--- config.mk ---
export PLATFORM = sky130hd
export DESIGN_NAME = occb_bridge_ctl
export DESIGN_NICKNAME = d
export VERILOG_FILES = /design/src/hw/occb_pkg.sv /design/src/hw/occb_bridge_ctl.sv /design/src/hw/occb_bbm.sv /design/src/hw/occb_coil_chopper.sv
export SDC_FILE = /design/constraint.sdc
export NUM_CORES = 1
export LEC_CHECK = 0
export BUFFER_PORTS_ARGS = -buffer_cell sky130_fd_sc_hd__buf_2
export CAP_MARGIN = 20
export CORE_UTILIZATION = 53
export DETAILED_ROUTE_END_ITERATION = 12
export HOLD_SLACK_MARGIN = 0.1
export PLACE_DENSITY_LB_ADDON = 0.05
export SLEW_MARGIN = 40
export SYNTH_ARGS = -nofsm -noshare
export SYNTH_HDL_FRONTEND = slang
export SYNTH_HIERARCHICAL = 1
export SYNTH_SLANG_ARGS = --single-unit
--- constraint.sdc ---
create_clock -name sys_clk -period 6.9 [get_ports sys_clk]
set_input_delay 1.38 -clock sys_clk [delete_from_list [all_inputs] [get_ports sys_clk]]
set_output_delay 1.38 -clock sys_clk [all_outputs]
set_load 0.02 [all_outputs]
--- src/hw/occb_pkg.sv ---
package occb_pkg;

   // register byte addresses on the AXI4-Lite slave
   localparam logic [7:0]  ADDR_CTRL    = 8'h00;
   localparam logic [7:0]  ADDR_TARGET  = 8'h04;
   localparam logic [7:0]  ADDR_STATUS  = 8'h08;
   localparam logic [7:0]  ADDR_HYST    = 8'h0c;

   // control word field positions
   localparam int          CTRL_W       = 19;
   localparam int          OFFT_LSB     = 0;
   localparam int          FDUR_LSB     = 4;
   localparam int          OFFS_LSB     = 8;
   localparam int          TONLY_BIT    = 12;
   localparam int          RND_BIT      = 13;
   localparam int          STYLE_BIT    = 14;
   localparam int          LSLOPE_LSB   = 15;
   localparam int          HSLOPE_LSB   = 17;
   // chopper style 1, zero offset, off-time 0 so the bridge starts disabled
   localparam logic [18:0] CTRL_RST     = 19'h04300;

   // target word field positions
   localparam int          TGT_A_LSB    = 0;
   localparam int          POL_A_BIT    = 8;
   localparam int          TGT_B_LSB    = 16;
   localparam int          POL_B_BIT    = 24;
   localparam logic [31:0] TARGET_RST   = 32'h0000_0000;

   // chopper timing in system clock cycles, and the offset code that means zero offset
   localparam logic [9:0]  OFF_BASE_CYC = 10'h018;
   localparam int          OFF_STEP_SH  = 5;
   localparam int          FD_STEP_SH   = 5;
   localparam logic signed [9:0] OFFS_ZERO = 10'sh003;
   localparam logic [6:0]  DEC_STEP     = 7'h10;

   // synchroniser vector: [0] disable pin, [2:1] comparators, [6:3] hi off, [10:7] lo off
   localparam int          SYNC_W       = 11;
   localparam logic [10:0] SYNC_RST     = 11'h001;
   localparam logic [15:0] LFSR_SEED    = 16'hace1;

   localparam logic [1:0]  RESP_OKAY    = 2'h0;
   localparam logic [1:0]  RESP_SLVERR  = 2'h2;

   localparam logic [1:0]  DRV_MIN      = 2'h0;
   localparam logic [1:0]  DRV_MED      = 2'h1;
   localparam logic [1:0]  DRV_MAX      = 2'h2;

   typedef enum logic [1:0] {
      PH_IDLE = 2'b00,
      PH_ON   = 2'b01,
      PH_FAST = 2'b10,
      PH_SLOW = 2'b11
   } occb_phase_e;

   typedef struct packed {
      logic [1:0] highSideSlope;
      logic [1:0] lowSideSlope;
      logic       chopperStyleSelect;
      logic       rndEn;
      logic       timeOnly;
      logic [3:0] offs;
      logic [3:0] fastDecayDuration;
      logic [3:0] offTimeSetting;
   } occb_cfg_s;

   typedef struct packed {
      logic hi;
      logic lo;
   } occb_hb_s;

endpackage

--- src/hw/occb_bridge_ctl.sv ---
// Our own choices: the AXI4-Lite interface to the registers and the placing of the registers.
`timescale 1ns/100ps
`default_nettype none
module occb_bridge_ctl (
   input  wire logic        sys_clk,
   input  wire logic        reset,
   input  wire logic [7:0]  s_axi_awaddr,
   input  wire logic        s_axi_awvalid,
   output logic             s_axi_awready,
   input  wire logic [31:0] s_axi_wdata,
   input  wire logic [3:0]  s_axi_wstrb,
   input  wire logic        s_axi_wvalid,
   output logic             s_axi_wready,
   output logic [1:0]       s_axi_bresp,
   output logic             s_axi_bvalid,
   input  wire logic        s_axi_bready,
   input  wire logic [7:0]  s_axi_araddr,
   input  wire logic        s_axi_arvalid,
   output logic             s_axi_arready,
   output logic [31:0]      s_axi_rdata,
   output logic [1:0]       s_axi_rresp,
   output logic             s_axi_rvalid,
   input  wire logic        s_axi_rready,
   input  wire logic        bridge_disable_n,
   input  wire logic [1:0]  chopCmp,
   input  wire logic [3:0]  hiGateOffPin,
   input  wire logic [3:0]  loGateOffPin,
   output logic [3:0]       hiGate,
   output logic [3:0]       loGate,
   output logic [7:0]       coilTargetA,
   output logic [7:0]       coilTargetB,
   output logic [1:0]       lsDrive,
   output logic [1:0]       hsDrive,
   output logic             hsTempComp
);

   typedef struct packed {
      logic [10:0] s1;
      logic [10:0] s2;
      logic [10:0] s3;
      logic [10:0] filt;
      logic [15:0] lfsr;
      logic [18:0] ctrl;
      logic [31:0] target;
      logic        awHeld;
      logic [7:0]  awAddr;
      logic        wHeld;
      logic [31:0] wData;
      logic [3:0]  wStrb;
      logic        bValid;
      logic [1:0]  bResp;
      logic        rValid;
      logic [31:0] rData;
      logic [1:0]  rResp;
      logic [7:0]  tgtA;
      logic [7:0]  tgtB;
      logic [1:0]  lsDrv;
      logic [1:0]  hsDrv;
      logic        hsTc;
   } occb_top_s;

   occb_top_s                  q;
   occb_top_s                  d;
   occb_pkg::occb_cfg_s        cfg;
   occb_pkg::occb_phase_e      phase [2];
   occb_pkg::occb_hb_s         req   [4];
   occb_pkg::occb_hb_s         gate  [4];
   logic                       bridgeOn;
   logic [31:0]                hystView;
   logic [31:0]                statusView;
   logic [1:0]                 decSel;
   logic [31:0]                ctrlMerged;

   function automatic logic [31:0] mergeBytes(input logic [31:0] old,
                                              input logic [31:0] data,
                                              input logic [3:0]  strb);
      logic [31:0] r;
      r = old;
      for (int i = 0; i < 4; i++) begin
         if (strb[i]) begin
            r[i*8 +: 8] = data[i*8 +: 8];
         end
      end
      return r;
   endfunction

   // offset code minus three, clamped into the 8-bit target range
   function automatic logic [7:0] adjTarget(input logic [7:0] mag,
                                            input logic [3:0] code,
                                            input logic       useOffs);
      logic signed [9:0] sum;
      sum = $signed({2'b00, mag});
      if (useOffs) begin
         sum = sum + $signed({6'h00, code}) - occb_pkg::OFFS_ZERO;
      end
      if (sum < 0) begin
         return 8'h00;
      end else if (sum > 10'sh0ff) begin
         return 8'hff;
      end else begin
         return sum[7:0];
      end
   endfunction

   function automatic logic [1:0] driveLevel(input logic [1:0] slope);
      unique case (slope)
         2'b00:   return occb_pkg::DRV_MIN;
         2'b01:   return occb_pkg::DRV_MIN;
         2'b10:   return occb_pkg::DRV_MED;
         2'b11:   return occb_pkg::DRV_MAX;
      endcase
   endfunction

   assign cfg      = occb_pkg::occb_cfg_s'(q.ctrl);
   assign bridgeOn = !q.filt[0] && (cfg.offTimeSetting != 4'h0);
   assign decSel   = {cfg.timeOnly, cfg.fastDecayDuration[3]};
   // merged as a full bus word, only the low control bits are kept
   assign ctrlMerged = mergeBytes({13'h0000, q.ctrl}, q.wData, q.wStrb);

   // style 0 view: start 1..8, signed end, decrement interval in clocks
   assign hystView = {15'h0000, cfg.chopperStyleSelect,
                      7'({1'b0, decSel, 4'h0}) + occb_pkg::DEC_STEP,
                      5'({1'b0, cfg.offs}) - 5'h03,
                      {1'b0, cfg.fastDecayDuration[2:0]} + 4'h1};

   assign statusView = {16'h0000,
                        loGate, hiGate,
                        3'h0, bridgeOn,
                        phase[1], phase[0]};

   assign s_axi_awready = !q.awHeld && !q.bValid;
   assign s_axi_wready  = !q.wHeld && !q.bValid;
   assign s_axi_arready = !q.rValid;

   always_comb begin
      d    = q;
      d.s1 = {loGateOffPin, hiGateOffPin, chopCmp, bridge_disable_n};
      d.s2 = q.s1;
      d.s3 = q.s2;
      // a change counts once the second and third stages agree
      d.filt = (~(q.s2 ^ q.s3) & q.s3) | ((q.s2 ^ q.s3) & q.filt);
      d.lfsr = {q.lfsr[14:0], q.lfsr[15] ^ q.lfsr[13] ^ q.lfsr[12] ^ q.lfsr[10]};
      if (s_axi_awvalid && s_axi_awready) begin
         d.awHeld = 1'b1;
         d.awAddr = s_axi_awaddr;
      end
      if (s_axi_wvalid && s_axi_wready) begin
         d.wHeld = 1'b1;
         d.wData = s_axi_wdata;
         d.wStrb = s_axi_wstrb;
      end
      if (q.awHeld && q.wHeld) begin
         d.awHeld = 1'b0;
         d.wHeld  = 1'b0;
         d.bValid = 1'b1;
         d.bResp  = occb_pkg::RESP_OKAY;
         if (q.awAddr == occb_pkg::ADDR_CTRL) begin
            d.ctrl = ctrlMerged[occb_pkg::CTRL_W-1:0];
         end else if (q.awAddr == occb_pkg::ADDR_TARGET) begin
            d.target = mergeBytes(q.target, q.wData, q.wStrb);
         end else if (q.awAddr != occb_pkg::ADDR_STATUS && q.awAddr != occb_pkg::ADDR_HYST) begin
            d.bResp = occb_pkg::RESP_SLVERR;
         end
      end
      if (q.bValid && s_axi_bready) begin
         d.bValid = 1'b0;
      end
      if (q.rValid && s_axi_rready) begin
         d.rValid = 1'b0;
      end
      if (s_axi_arvalid && s_axi_arready) begin
         d.rValid = 1'b1;
         d.rResp  = occb_pkg::RESP_OKAY;
         unique case (s_axi_araddr)
            occb_pkg::ADDR_CTRL:   d.rData = {13'h0000, q.ctrl};
            occb_pkg::ADDR_TARGET: d.rData = q.target;
            occb_pkg::ADDR_STATUS: d.rData = statusView;
            occb_pkg::ADDR_HYST:   d.rData = hystView;
            default: begin
               d.rData = 32'h0000_0000;
               d.rResp = occb_pkg::RESP_SLVERR;
            end
         endcase
      end
      // offset only applies in style 1
      d.tgtA = adjTarget(q.target[occb_pkg::TGT_A_LSB +: 8], cfg.offs,
                         cfg.chopperStyleSelect);
      d.tgtB = adjTarget(q.target[occb_pkg::TGT_B_LSB +: 8], cfg.offs,
                         cfg.chopperStyleSelect);
      d.lsDrv = driveLevel(cfg.lowSideSlope);
      d.hsDrv = driveLevel(cfg.highSideSlope);
      d.hsTc  = (cfg.highSideSlope == 2'b01) || (cfg.highSideSlope == 2'b10);
   end

   always_ff @(posedge sys_clk or posedge reset) begin
      if (reset) begin
         q        <= '0;
         q.s1     <= occb_pkg::SYNC_RST;
         q.s2     <= occb_pkg::SYNC_RST;
         q.s3     <= occb_pkg::SYNC_RST;
         q.filt   <= occb_pkg::SYNC_RST;
         q.lfsr   <= occb_pkg::LFSR_SEED;
         q.ctrl   <= occb_pkg::CTRL_RST;
         q.target <= occb_pkg::TARGET_RST;
      end else begin
         q <= d;
      end
   end

   // each coil owns its own chopper state, no shared timing
   for (genvar c = 0; c < 2; c++) begin : g_coil
      occb_coil_chopper u_coil (
         .sys_clk  (sys_clk),
         .reset    (reset),
         .cfg      (cfg),
         .enable   (bridgeOn),
         .cmpTrip  (q.filt[1 + c]),
         .polarity (q.target[c == 0 ? occb_pkg::POL_A_BIT : occb_pkg::POL_B_BIT]),
         .rnd      (q.lfsr[c*8 +: 4]),
         .phase    (phase[c]),
         .hbOne    (req[2*c]),
         .hbTwo    (req[2*c + 1])
      );
   end

   for (genvar h = 0; h < 4; h++) begin : g_half
      occb_gate_guard u_guard (
         .sys_clk   (sys_clk),
         .reset     (reset),
         .req       (req[h]),
         .hiGateOff (q.filt[3 + h]),
         .loGateOff (q.filt[7 + h]),
         .gate      (gate[h])
      );
      assign hiGate[h] = gate[h].hi;
      assign loGate[h] = gate[h].lo;
   end

   assign s_axi_bvalid = q.bValid;
   assign s_axi_bresp  = q.bResp;
   assign s_axi_rvalid = q.rValid;
   assign s_axi_rdata  = q.rData;
   assign s_axi_rresp  = q.rResp;
   assign coilTargetA  = q.tgtA;
   assign coilTargetB  = q.tgtB;
   assign lsDrive      = q.lsDrv;
   assign hsDrive      = q.hsDrv;
   assign hsTempComp   = q.hsTc;

   a_disable_gates_off: assert property (
      @(posedge sys_clk) disable iff (reset)
      q.filt[0] |-> ##2 (hiGate == 4'h0 && loGate == 4'h0))
      else $error("bridge still driven while disable pin high");

   a_offtime_zero_off: assert property (
      @(posedge sys_clk) disable iff (reset)
      (cfg.offTimeSetting == 4'h0) [*3] |-> (hiGate == 4'h0 && loGate == 4'h0))
      else $error("bridge driven with zero off-time setting");

   a_ls_slope_map: assert property (
      @(posedge sys_clk) disable iff (reset)
      (cfg.lowSideSlope == 2'b01) [*2]
      |-> lsDrive == occb_pkg::DRV_MIN)
      else $error("low-side slope 01 not mapped to minimum");

   a_ls_slope_max: assert property (
      @(posedge sys_clk) disable iff (reset)
      (cfg.lowSideSlope == 2'b11) [*2] |-> lsDrive == occb_pkg::DRV_MAX)
      else $error("low-side slope 11 not mapped to maximum");

   a_hs_slope_map: assert property (
      @(posedge sys_clk) disable iff (reset)
      (cfg.highSideSlope == 2'b10) [*2] |-> (hsDrive == occb_pkg::DRV_MED && hsTempComp))
      else $error("high-side slope 10 not medium with compensation");

   a_offset_applied: assert property (
      @(posedge sys_clk) disable iff (reset)
      (cfg.chopperStyleSelect && cfg.offs == 4'h0 && q.target[7:0] == 8'h64) [*2]
      |-> coilTargetA == 8'h61)
      else $error("offset code 0 did not subtract three");

   a_offset_max: assert property (
      @(posedge sys_clk) disable iff (reset)
      (cfg.chopperStyleSelect && cfg.offs == 4'hf && q.target[23:16] == 8'h50) [*2]
      |-> coilTargetB == 8'h5c)
      else $error("offset code 15 did not add twelve");

endmodule
`default_nettype wire

--- src/hw/occb_bbm.sv ---
`timescale 1ns/100ps
`default_nettype none
module occb_gate_guard (
   input  wire logic              sys_clk,
   input  wire logic              reset,
   input  wire occb_pkg::occb_hb_s req,
   input  wire logic              hiGateOff,
   input  wire logic              loGateOff,
   output occb_pkg::occb_hb_s     gate
);

   occb_pkg::occb_hb_s q;
   occb_pkg::occb_hb_s d;

   // a side turns on only once the other side is off and its gate reads discharged
   always_comb begin
      d    = q;
      d.hi = req.hi && !req.lo && (q.hi || (!q.lo && loGateOff));
      d.lo = req.lo && !req.hi && (q.lo || (!q.hi && hiGateOff));
   end

   always_ff @(posedge sys_clk or posedge reset) begin
      if (reset) begin
         q <= '0;
      end else begin
         q <= d;
      end
   end

   assign gate = q;

   a_guard_no_overlap: assert property (
      @(posedge sys_clk) disable iff (reset) !(q.hi && q.lo))
      else $error("both transistors of a half-bridge are on");

   a_guard_hi_waits: assert property (
      @(posedge sys_clk) disable iff (reset)
      $rose(q.hi) |-> ($past(loGateOff) && !$past(q.lo)))
      else $error("high side turned on before low gate discharged");

   a_guard_lo_waits: assert property (
      @(posedge sys_clk) disable iff (reset)
      $rose(q.lo) |-> ($past(hiGateOff) && !$past(q.hi)))
      else $error("low side turned on before high gate discharged");

endmodule
`default_nettype wire

--- src/hw/occb_coil_chopper.sv ---
`timescale 1ns/100ps
`default_nettype none
module occb_coil_chopper (
   input  wire logic                sys_clk,
   input  wire logic                reset,
   input  wire occb_pkg::occb_cfg_s cfg,
   input  wire logic                enable,
   input  wire logic                cmpTrip,
   input  wire logic                polarity,
   input  wire logic [3:0]          rnd,
   output occb_pkg::occb_phase_e    phase,
   output occb_pkg::occb_hb_s       hbOne,
   output occb_pkg::occb_hb_s       hbTwo
);

   typedef struct packed {
      occb_pkg::occb_phase_e phase;
      logic [9:0]            cnt;
      logic [9:0]            slowLen;
      logic [9:0]            offLen;
   } occb_coil_s;

   occb_coil_s q;
   occb_coil_s d;
   logic [9:0] offCyc;
   logic [3:0] fdEff;

   always_comb begin
      offCyc = occb_pkg::OFF_BASE_CYC
               + 10'({cfg.offTimeSetting, 5'h00})
               + (cfg.rndEn ? {6'h00, rnd} : 10'h000);
      // style 0 runs slow decay only; fast decay fields are hysteresis bits then
      fdEff = cfg.chopperStyleSelect ? cfg.fastDecayDuration : 4'h0;
      d = q;
      d.slowLen = (q.phase == occb_pkg::PH_SLOW) ? q.slowLen + 10'h001 : 10'h000;
      unique case (q.phase)
         occb_pkg::PH_IDLE: begin
            d.phase = occb_pkg::PH_ON;
         end
         occb_pkg::PH_ON: begin
            if (cmpTrip) begin
               if (fdEff != 4'h0) begin
                  d.phase = occb_pkg::PH_FAST;
                  d.cnt   = 10'({fdEff, 5'h00}) - 10'h001;
               end else begin
                  d.phase  = occb_pkg::PH_SLOW;
                  d.cnt    = offCyc - 10'h001;
                  d.offLen = offCyc;
               end
            end
         end
         occb_pkg::PH_FAST: begin
            if (q.cnt == 10'h000 || (!cfg.timeOnly && cmpTrip)) begin
               d.phase  = occb_pkg::PH_SLOW;
               d.cnt    = offCyc - 10'h001;
               d.offLen = offCyc;
            end else begin
               d.cnt = q.cnt - 10'h001;
            end
         end
         occb_pkg::PH_SLOW: begin
            if (q.cnt == 10'h000) begin
               d.phase = occb_pkg::PH_ON;
            end else begin
               d.cnt = q.cnt - 10'h001;
            end
         end
      endcase
      if (!enable) begin
         d.phase = occb_pkg::PH_IDLE;
         d.cnt   = 10'h000;
      end
   end

   always_ff @(posedge sys_clk or posedge reset) begin
      if (reset) begin
         q <= '{phase: occb_pkg::PH_IDLE, cnt: 10'h000, slowLen: 10'h000, offLen: 10'h000};
      end else begin
         q <= d;
      end
   end

   // on drives forward, fast decay reverses, slow decay recirculates via low sides
   always_comb begin
      hbOne = '0;
      hbTwo = '0;
      unique case (q.phase)
         occb_pkg::PH_IDLE: begin
            hbOne = '0;
         end
         occb_pkg::PH_ON: begin
            hbOne = polarity ? 2'b01 : 2'b10;
            hbTwo = polarity ? 2'b10 : 2'b01;
         end
         occb_pkg::PH_FAST: begin
            hbOne = polarity ? 2'b10 : 2'b01;
            hbTwo = polarity ? 2'b01 : 2'b10;
         end
         occb_pkg::PH_SLOW: begin
            hbOne = 2'b01;
            hbTwo = 2'b01;
         end
      endcase
   end

   assign phase = q.phase;

   a_on_phase_ends: assert property (
      @(posedge sys_clk) disable iff (reset)
      (q.phase == occb_pkg::PH_ON && cmpTrip && enable && cfg.chopperStyleSelect
       && cfg.fastDecayDuration != 4'h0)
      |=> (q.phase == occb_pkg::PH_FAST
           && q.cnt == 10'({$past(cfg.fastDecayDuration), 5'h00}) - 10'h001))
      else $error("on phase did not end in fast decay");

   a_fd_zero_slow: assert property (
      @(posedge sys_clk) disable iff (reset)
      (q.phase == occb_pkg::PH_ON && cmpTrip && enable
       && (!cfg.chopperStyleSelect || cfg.fastDecayDuration == 4'h0))
      |=> q.phase == occb_pkg::PH_SLOW)
      else $error("zero fast decay did not go straight to slow decay");

   a_time_only_fast: assert property (
      @(posedge sys_clk) disable iff (reset)
      (q.phase == occb_pkg::PH_FAST && cfg.timeOnly && q.cnt != 10'h000 && enable)
      |=> q.phase == occb_pkg::PH_FAST)
      else $error("fast decay ended early in time-only mode");

   a_slow_length: assert property (
      @(posedge sys_clk) disable iff (reset)
      (q.phase == occb_pkg::PH_SLOW && $past(q.phase) == occb_pkg::PH_FAST && enable
       && !cfg.rndEn && !$past(cfg.rndEn))
      |-> q.offLen == occb_pkg::OFF_BASE_CYC + 10'({$past(cfg.offTimeSetting), 5'h00}))
      else $error("slow decay length differs from base plus step times setting");

   a_slow_to_on: assert property (
      @(posedge sys_clk) disable iff (reset)
      ($past(q.phase) == occb_pkg::PH_SLOW && q.phase == occb_pkg::PH_ON)
      |-> $past(q.slowLen) + 10'h001 == $past(q.offLen))
      else $error("slow decay did not last the programmed off time");

endmodule
`default_nettype wire

---- After elaboration in Yosys (flattened, before gate mapping) ----
Index checks and enable logic that the tools add are counted.
word-level totals
  register bits after elaboration ......... 248
  bits of input ports ..................... 70
  output and inout port bits .............. 70
  word-level logic and storage cells ...... 242
cells by class
  add/subtract/negate cells ............... 15
  magnitude comparators ................... 4
  equal/unequal tests ..................... 28
  muxes and demuxes ....................... 50
  bitwise gates (word level) .............. 9
  reductions and logical operators ........ 97
operator list
  cell                                                             count
  case mux 32 bit (4 select lines)                                 1
  2-to-1 mux 10 bit                                                6
  case mux 10 bit (3 select lines)                                 2
  2-to-1 mux 12 bit                                                4
  subtractor 10 x 1 -> 10 bit (second input constant)              4
  2-to-1 mux 37 bit                                                1
  logical AND 1 bit                                                36
  2-to-1 mux 35 bit                                                1
  2-to-1 mux 8 bit                                                 4
  case mux 2 bit (4 select lines)                                  4
  2-to-1 mux 2 bit                                                 12
  case mux 2 bit (3 select lines)                                  4
  AND 11 bit                                                       2
  zero test 1 bit                                                  22
  2-to-1 mux 11 bit                                                2
  inequality test 3 bit (second input constant)                    7
  AND reduction 3 bit                                              7
  adder 10 bit                                                     2
  greater-than comparator 10 x 9 -> 1 bit (second input constant)  2
  zero test 10 bit                                                 2
  < comparator 10 x 1 -> 1 bit (second input constant)             2
  subtractor 9 x 2 -> 10 bit (second input constant)               2
  adder 8 x 4 -> 9 bit                                             2
  == test 2 bit (second input constant)                            8
  29 further kinds                                                 64

---- Longest topological paths before layout ----
Gate-level depths: netlist of run 1.
  depth in word-level cells ............... 7
  depth in mapped cells ................... 11
  depth with buffers taken out ............ 11

---- Modules after synthesis ----
Netlist of run 1, hierarchy kept.
modules (own cells, without submodules)
  module                                times used  cells an instance  area an instance (sq um)  seq. area each (sq um)
  occb_bridge_ctl                       1           680                9111.2                    5373.9
  occb_coil_chopper (g_coil[0].u_coil)  1           178                1417.6                    300.3
  occb_coil_chopper (g_coil[1].u_coil)  1           168                1296.2                    300.3
  occb_gate_guard                       4           9                  96.3                      50.0

---- Least setup slack after synthesis of run 1 ----
OpenSTA, ideal clock, no wires.
  path type ............................... input to register
  from .................................... input port s_axi_araddr[5]
  to ...................................... register q (netlist bit s_axi_rdata[19])
  setup time .............................. 0.066 ns
  arrival time ............................ 2.751 ns
  data required time ...................... 6.834 ns
  slack ................................... 4.083 ns
  stages on the path ...................... 6
  buffers on the path ..................... 1
  cells stage by stage .................... nor4_1 > nand2_1 > or3_1 > nor2_1 > clkbuf_1 > a22o_1
on the way
  word-level cells in the longest chain between the ends .. 2
  elaborated cells between the ends (all ways) .. 5
  classes of those cells .................. 3 x eq/ne; 1 x mux; 1 x reduce/logical
RTL lines
  what                                                  RTL line                source
  from (decl)                                           occb_bridge_ctl.sv:17   input wire logic [7:0] s_axi_araddr,
  == test 8 x 4 -> 1 bit, or another cell as far along  occb_bridge_ctl.sv:174  unique case (s_axi_araddr)
  case mux 32 bit (4 select lines) (*)                  occb_bridge_ctl.sv:174
  to (decl)                                             occb_bridge_ctl.sv:62   occb_top_s q;
Mark *: on every way between the ends. The rest lies on a longest branch, timed or not.
A chain may end at the register's enable or synchronous reset.

==> key figures, run 1 <==
Cells and area
  – Area grow syn2layout: 12.2%
  – Share of cells above drive strength 1: 28.3%
  – Final std cells w/o fill: 1456
  – Fillers: around 1900
  – Final instance area: around 14000 sq um
  – Final net count: roughly 1300

Worst setup path
  – Worst Path Arrival: about 3.3 ns
  – Worst setup EP type: flop
  – R2R depth: 9
  – Worst Path Max Fanout: 8
  – Critical Path RT: between 7 and 8 ns
  – R2r setup slk: around 4 ns
  – Critical Path Start Type: flop
  – Setup CP Type: reg -> reg
  – R2r startpoint: cfg[10]
  – Reg-to-Reg End: coilTargetA[1]

Drt
  – DRC: 0
  – WL per Instance: between 15 and 20 um
  – Total Routed Length: 27000 um
  – DRT iter0 DRCs: roughly 390
  – TritonRoute pass-1 iters: 7
  – Final ANT Viol Nets: 0
  – Total number of vias: between 8000 and 9000
  – Vias per cell: 5.62

GRT
  – Global route overflow: 0
  – Initial antenna violation count: 2
  – GR Util All Layers: 23.5%
  – Largest net degree at the start of global routing: 113
  – First-pass GRT wire length: about 44000 um
  – Vias in the first global route: ~8000

Hold path
  – HP Start: d[195]
  – HP Class: reg -> reg
  – Hold depth: 0
  – Hold EP: d[184]

Logic synthesis
  – Post-synth top cells: dfrtp_1 (231), mux2_2 (93), inv_1 (77), nand2_1 (70), buf_4 (60)
  – Avg Inst Size Synth: 11.5 sq um
  – Cells after Synth: between 1000 and 1500
  – Area leader, netlist: dfrtp_1
  – Flops & latches, synth: 246
  – Seq/Total Area, Yosys: 50.6%
  – Top cells by area, synth: dfrtp_1 (47%), mux2_2 (8.6%), ha_1 (4.8%)
  – Synth Flop Type: dfrtp_1
  – Cell area after synthesis: approximately 12000 sq um
  – Most common cell in the netlist: dfrtp_1
  – Synth unique cells: slightly below 80
  – Post-synth top area share: 47.3%
  – Synth warn: 6
  – Async set or reset register ratio after synthesis: between 90% and 100%
  – Number of flops mapped to enable cells by yosys: 0

CTS
  – CTS tree: built
  – Post_cts resized: 0
  – # Post-CTS Setup Buffers: 0
  – Clock Pin Slew Worst Setup and Hold Paths: ~0.060 ns
  – Clock sinks: around 250
  – Number of CTS-inserted buffers: 27
  – Clock Tree Buf Depth: 3
  – Hold_buf cts: 0
  – Htree depth: 1
  – Clk root buf: clkbuf_16
  – Clock Latency Late Sink: around 0.55 ns

Placement
  – Dpl cells: around 1400
  – PortBufs: 137
  – Post-detail-place hpwl: a little under 20000 um
  – Placer Congestion: between 0.8 and 0.9
  – Dpl cell area: approximately 13000 sq um

Die
  – # IOs: between 100 and 150
  – Initial core utilization: a little over half
  – Die W: ~150 um
  – Core box area: ~23000 sq um
  – Die Ht: approximately 150 um
  – Rows: 55
  – Die area: about 24000 sq um

Power
  – Overall power: between 4 and 5 mW
  – Static leakage: around 6.5 nW
  – PwrDens: about 330 nW/um^2
  – VDD IR-drop max: between 200 and 300 uV

STA
  – Worst-case clock skew: about 0.0074 ns
  – Final setup violation count: 0
  – Max Clock Freq: 348 MHz
  – Max-slew violations: 0
  – Post-layout minimum cycle time: 2.87 ns
  – Setup TNS: 0 ns
  – Worst Tran Pin Value: between 0.8 and 0.9 ns
  – Final period util: around two fifths
  – Fin. Hold Viols: 0
  – Max-slew headroom: 43.4%
  – RSZ-0062 raised after global routing: false
  – Min Hold Slack: 0.348 ns

Job
  – Max_cap viols: 0

Status
  – Run status: finished clean
-- kinds of logic (layout without fill, tap and decap cells) --
group                      after synthesis  after routing  share of synthesized area [%]
muxes                                  119            119                           11.7
adders and majority gates               60             60                           6.05
and+or+nand+nor                        225            225                           9.47
xor gates and xnor gates                37             37                           2.65
other                                    1              3                         0.0307
AOI/OAI and AO/OA                      211            211                           12.6
buffers and inverters                  163            270                           6.99
DFF                                    246            246                           50.6
-- how the worst max path moves through the flow --
stage	start	to	slack (ns)	cells past startpoint
2_1_floorplan	reset	asynchronous set/reset pin	2.75	1
3_3_place_gp	s_axi_araddr[5]	s_axi_rdata[30]	3.43	6
3_5_place_dp	s_axi_araddr[5]	s_axi_rdata[23]	3.71	6
4_1_cts	cfg[10]	coilTargetA[1]	3.96	9
5_1_grt	cfg[10]	coilTargetA[5]	3.77	9
6_report	cfg[10]	coilTargetA[1]	4.03	9
-- cells in the final DEF, fill, tap and decap left out, types with 5 or more instances in the layout --
master,instances
dfrtp_1,231
buf_2,137
mux2_2,93
inv_1,76
nand2_1,70
nor2_1,54
o21ai_0,49
ha_1,47
a21oi_1,33
clkbuf_16,27
a22o_1,25
xnor2_1,24
a311oi_1,16
mux2i_1,15
nor2b_1,14
nand2b_1,14
dfstp_2,14
xor2_1,13
nand3_1,13
nor3_1,12
maj3_1,11
mux4_2,9
clkbuf_1,9
o211ai_1,7
and2_1,7
o22ai_1,7
a211oi_1,6
o221ai_1,6
o211a_1,6
a31oi_1,5
-- power by group --
| part | total [mW] | switching, mW | internal (mW) |
|---|---|---|---|
| logic | 1.12 | 0.597 | 0.519 |
| registers | 1.95 | 0.248 | 1.70 |
| clock network | 1.46 | 0.586 | 0.873 |
-- critical path, stage by stage (launching register included) --
cell	delay [ns]
dfrtp_1	0.45
inv_1	0.13
ha_1	0.36
inv_1	0.06
ha_1	0.29
a211oi_1	0.08
o21ai_0	0.36
o221ai_1	0.16
a41oi_1	0.61
a311oi_1	0.21
-- layer usage --
metal | track usage, % | part of all wire [%] | vias up
met4 | 7.00 | 2.7 | 0
met3 | 4.23 | 4.6 | 52
met1 | 32.2 | 45 | 4058
met2 | 38.3 | 47 | 183
met5 | 0 | 0 | -
li1 | - | - | 3891
-- metrics by stage --
step | worst slack (ns) | util [%]
after floorplan | 2.75 | -
after global placement | 3.43 | 56.3
after detailed placement | 3.71 | 56.3
after CTS | 3.96 | 60.3
after global routing | 3.77 | 60.5
final | 4.03 | 60.5
-- cell type report --
cell class / count / area (sq um) / share of cell area, %
Clock inverter: 11 / 154 / 1.12
Timing Repair Buffer: 142 / 759 / 5.54
Sequential cell: 246 / 6180 / 45.1
Antenna cell: 1 / 2.50 / 0.0183
Clock buffer: 39 / 751 / 5.48
Multi-Input combinational cell: 654 / 5200 / 38.0
Tap cell: 285 / 357 / 2.60
Inverter: 78 / 297 / 2.16
-- sequential cells by signal, indices dropped and copies added (netlist names), 4 cells and up, named ones only --
name / flops
q: 90
d: 37
s_axi_rdata: 32
g_coil.u_coil/q: 20
cfg: 19
coilTargetA: 8
coilTargetB: 8
g_half.u_guard/gate: 8
g_coil.u_coil/phase: 4
No activity file was read; power rests on OpenSTA's default activity.
==> run 2, diff against run 1 <==
--- a/config.mk
+++ b/config.mk
@@ -5,9 +5,10 @@
 export SDC_FILE = /design/constraint.sdc
 export NUM_CORES = 1
 export LEC_CHECK = 0
+export ABC_AREA = 1
 export BUFFER_PORTS_ARGS = -buffer_cell sky130_fd_sc_hd__buf_2
 export CAP_MARGIN = 20
-export CORE_UTILIZATION = 53
+export CORE_UTILIZATION = 55
 export DETAILED_ROUTE_END_ITERATION = 12
 export HOLD_SLACK_MARGIN = 0.1
 export PLACE_DENSITY_LB_ADDON = 0.05
==> constraint.sdc (replaced) <==
create_clock -name sys_clk -period 2.76 [get_ports sys_clk]
set_input_delay 0.552 -clock sys_clk [delete_from_list [all_inputs] [get_ports sys_clk]]
set_output_delay 0.552 -clock sys_clk [all_outputs]
set_load 0.02 [all_outputs]
==> key figures, run 2 <==
Status
  – Run status: finished clean (unchanged)

STA
  – Worst Tran Pin Value: 0.668 ns (was 0.846 ns)
  – Final period util: 89.6% (was 41.6%)
  – RSZ-0062 raised after global routing: false (unchanged)
  – Fin. Hold Viols: 0 (unchanged)
  – Worst-case clock skew: 0.00969 ns (was 0.00743 ns)
  – Final setup violation count: 0 (unchanged)
  – Max Clock Freq: 404 MHz (was 348 MHz)
  – Max-slew headroom: 55.4% (was 43.4%)
  – Post-layout minimum cycle time: 2.47 ns (was 2.87 ns)
  – Setup TNS: 0 ns (unchanged)
  – Max-slew violations: 0 (unchanged)
  – PnR worst setup slack: 0.287 ns (was 4.03 ns)

Placement
  – Placer Congestion: 0.891 (was 0.889)
  – Post-detail-place hpwl: 22000 um (was 19600 um)
  – Dpl cell area: 13700 sq um (was 12800 sq um)
  – Setup slack at placement: 0.291 ns (was 3.71 ns)
  – PortBufs: 137 (unchanged)

Logic synthesis
  – Synth warn: 6 (unchanged)
  – Synth unique cells: 39 (was 79)
  – Number of flops mapped to enable cells by yosys: 0 (unchanged)
  – Post-synth top cells: nand2_1 (497), dfrtp_1 (231), inv_1 (171), nand3_1 (145), nor2_1 (113) (was dfrtp_1 (231), mux2_2 (93), inv_1 (77), nand2_1 (70), buf_4 (60))
  – Seq/Total Area, Yosys: 46.9% (was 50.6%)
  – Most common cell in the netlist: nand2_1 (was dfrtp_1)
  – Cells after Synth: 1600 (was 1062)
  – Synth Flop Type: dfrtp_1 (unchanged)
  – Post-synth top area share: 43.9% (was 47.3%)
  – Area leader, netlist: dfrtp_1 (unchanged)
  – Flops & latches, synth: 246 (unchanged)
  – Avg Inst Size Synth: 8.23 sq um (was 11.5 sq um)
  – Async set or reset register ratio after synthesis: 100% (unchanged)
  – Top cells by area, synth: dfrtp_1 (44%), nand2_1 (14%), nand3_1 (5.5%) (was dfrtp_1 (47%), mux2_2 (8.6%), ha_1 (4.8%))
  – Cell area after synthesis: 13200 sq um (was 12200 sq um)

Worst setup path
  – Setup CP Type: reg -> reg (unchanged)
  – CP max stage cell: dfstp_2 (was a41oi_1)
  – Crit-path cells: inv_1, ha_1, inv_1, ha_1, inv_1, fa_1, inv_1, nand2_1, nand2_1, nand3_1, a21oi_1, nand3_1, nand2_1 (was inv_1, ha_1, inv_1, ha_1, a211oi_1, o21ai_0, o221ai_1, a41oi_1, a311oi_1)
  – Buffers and inverters on the worst path: 4 (was 2)
  – Reg-to-Reg End: coilTargetB[2] (was coilTargetA[1])
  – Critical Path RT: 3.22 ns (was 7.29 ns)
  – Top delay family on crit path: adder cells (was compound AO/OA/AOI/OAI gates)
  – Worst Path Max Fanout: 8 (unchanged)
  – Crit-path max cell delay: 0.57 ns (was 0.61 ns)
  – Worst Path Arrival: 2.93 ns (was 3.26 ns)
  – Stages on the worst setup path: 13 (was 9)
  – R2R depth: 13 (was 9)
  – Critical Path Start Type: flop (unchanged)
  – Top cell by count, worst path: inv_1
  – R2r startpoint: cfg[8] (was cfg[10])
  – R2r setup slk: 0.29 ns (was 4.03 ns)
  – Worst setup EP type: flop (unchanged)

Cells and area
  – Final instance area: 14600 sq um (was 13700 sq um)
  – Most frequent cells in the layout: nand2_1 (496), dfrtp_1 (231), inv_1 (170) (was dfrtp_1 (231), buf_2 (137), mux2_2 (93))
  – Post-layout util: 62.4% (was 60.5%)
  – Max reg flops: 90 (unchanged)
  – Antenna diodes: 0 (was 1)
  – Area grow syn2layout: 11.2% (was 12.2%)
  – Final net count: 1805 (was 1268)
  – Share of cells above drive strength 1: 18.3% (was 28.3%)
  – Top reg by flops: q (unchanged)
  – Commonest non-fill, non-tap cell in the layout: nand2_1 (was dfrtp_1)

CTS
  – Number of CTS-inserted buffers: 27 (unchanged)
  – CTS tree: built (unchanged)
  – Htree depth: 1 (unchanged)
  – Clk root buf: clkbuf_16 (unchanged)
  – # Post-CTS Setup Buffers: 0 (unchanged)
  – Post_cts resized: 0 (unchanged)
  – Clock Tree Buf Depth: 3 (unchanged)
  – Clock Latency Late Sink: 0.53 ns (was 0.55 ns)
  – Clock sinks: 246 (unchanged)
  – Clock Pin Slew Worst Setup and Hold Paths: 0.06 ns (about the same)

GRT
  – Global route overflow: 0 (unchanged)
  – Initial antenna violation count: 0 (was 2)
  – GR Util All Layers: 25.4% (was 23.5%)
  – First-pass GRT wire length: 49400 um (was 43800 um)
  – Vias in the first global route: 9719 (was 8184)
  – Largest net degree at the start of global routing: 106 (was 113)

Die
  – Die Ht: 157 um (was 154 um)
  – Die area: 24600 sq um (was 23600 sq um)
  – Core box area: 23500 sq um (was 22600 sq um)
  – Die W: 157 um (was 154 um)
  – Rows: 56 (was 55)
  – # IOs: 140 (unchanged)
  – Initial core utilization: 56.1% (was 53.9%)

Drt
  – DRT iter0 DRCs: 789 (was 393)
  – DRC: 0 (unchanged)
  – Vias per cell: 5.08 (was 5.62)
  – Final ANT Viol Nets: 0 (unchanged)
  – TritonRoute pass-1 iters: 5 (was 7)
  – Total Routed Length: 29700 um (was 27000 um)
  – Total number of vias: 10292 (was 8184)
  – WL per Instance: 14.7 um (was 18.6 um)

Hold path
  – HP Start: hiGateOffPin[0] (was d[195])
  – Hold EP: d[197] (was d[184])
  – Hold depth: 1 (was 0)
  – HP Class: in -> reg (was reg -> reg)

Power
  – VDD IR-drop max: 629 uV (was 279 uV)
  – Static leakage: 7.81 nW (was 6.49 nW)
  – PwrDens: 656 nW/um^2 (was 330 nW/um^2)
  – Overall power: 9.60 mW (was 4.52 mW)

Job
  – Max_cap viols: 0 (unchanged)
run 2: cell count changes after synthesis, sizes merged, moves of 15 or more:
cell    previous run  this run
xnor2             24         5
nor2              55       124
a22o              25         0
inv               77       182
nand3             13       157
mux2              95        29
a311oi            16         0
buf               64        89
nand4              5        35
mux2i             15         0
nand2             74       517
run 2: power breakdown:
| part | internal [mW] | total (mW) | switching (mW) | leakage (nW) |
|---|---|---|---|---|
| Clock | 2.08 | 3.51 | 1.44 | 0.426 |
| Combinational | 0.639 | 1.63 | 0.991 | 4.23 |
| Sequential | 4.07 | 4.45 | 0.381 | 3.16 |
| Total | 6.79 | 9.60 | 2.81 | 7.81 |
run 2: kinds of logic (layout without fill, tap and decap cells):
family,after synthesis,in the layout,synth area share [%]
mux,29,29,2.48
xor+xnor,23,23,1.53
simple gates,848,848,28.1
buf+inv,282,387,10.5
other cells,1,2,0.0285
fa+ha+maj,60,60,5.61
flops,246,246,46.9
compound gates,111,111,4.79
run 2: stage by stage:
step | hold WS (ns) | cells
2_1_floorplan | 0.293 | 1601
4_1_cts | 0.105 | 2025
5_1_grt | 0.101 | 2025
3_5_place_dp | 0.335 | 1974
6_report | 0.127 | 2025
3_3_place_gp | 0.333 | 1973
run 2: layout make-up:
type / count / area, sq um
inverter: 182 / 687
clock buffer: 37 / 783
sequential: 246 / 6170
multi-input combinational: 1073 / 5620
clock inverter: 12 / 101
tap: 319 / 399
fill: 2114 / 8840
timing repair buffer: 156 / 866
run 2: worst max path at each step:
stage / startpoint / end / slack, ns
finish: cfg[8] / coilTargetB[2] / 0.29
global placement: cfg[8] / coilTargetB[1] / 0.40
floorplan: reset / asynchronous set/reset pin / -0.56
CTS: cfg[8] / coilTargetB[2] / 0.27
global route: cfg[8] / coilTargetB[0] / 0.03
detailed placement: cfg[8] / coilTargetB[2] / 0.29
run 2: repair_timing:
| item | 4_1_cts | 5_1_grt |
|---|---|---|
| endpoints found under the setup margin | 0 | 0 |
| hold buffers | 2 | 0 |
| hold endpoints to repair | 9 | 0 |
run 2: per-layer routing:
| metal | vias up | part of all wire (%) | GRT usage, % |
|---|---|---|---|
| li1 | 5204 | - | - |
| met1 | 4753 | 48 | 36.7 |
| met2 | 288 | 43 | 39.2 |
| met3 | 47 | 6.7 | 5.18 |
| met4 | 0 | 1.9 | 5.74 |
| met5 | - | 0 | 0 |
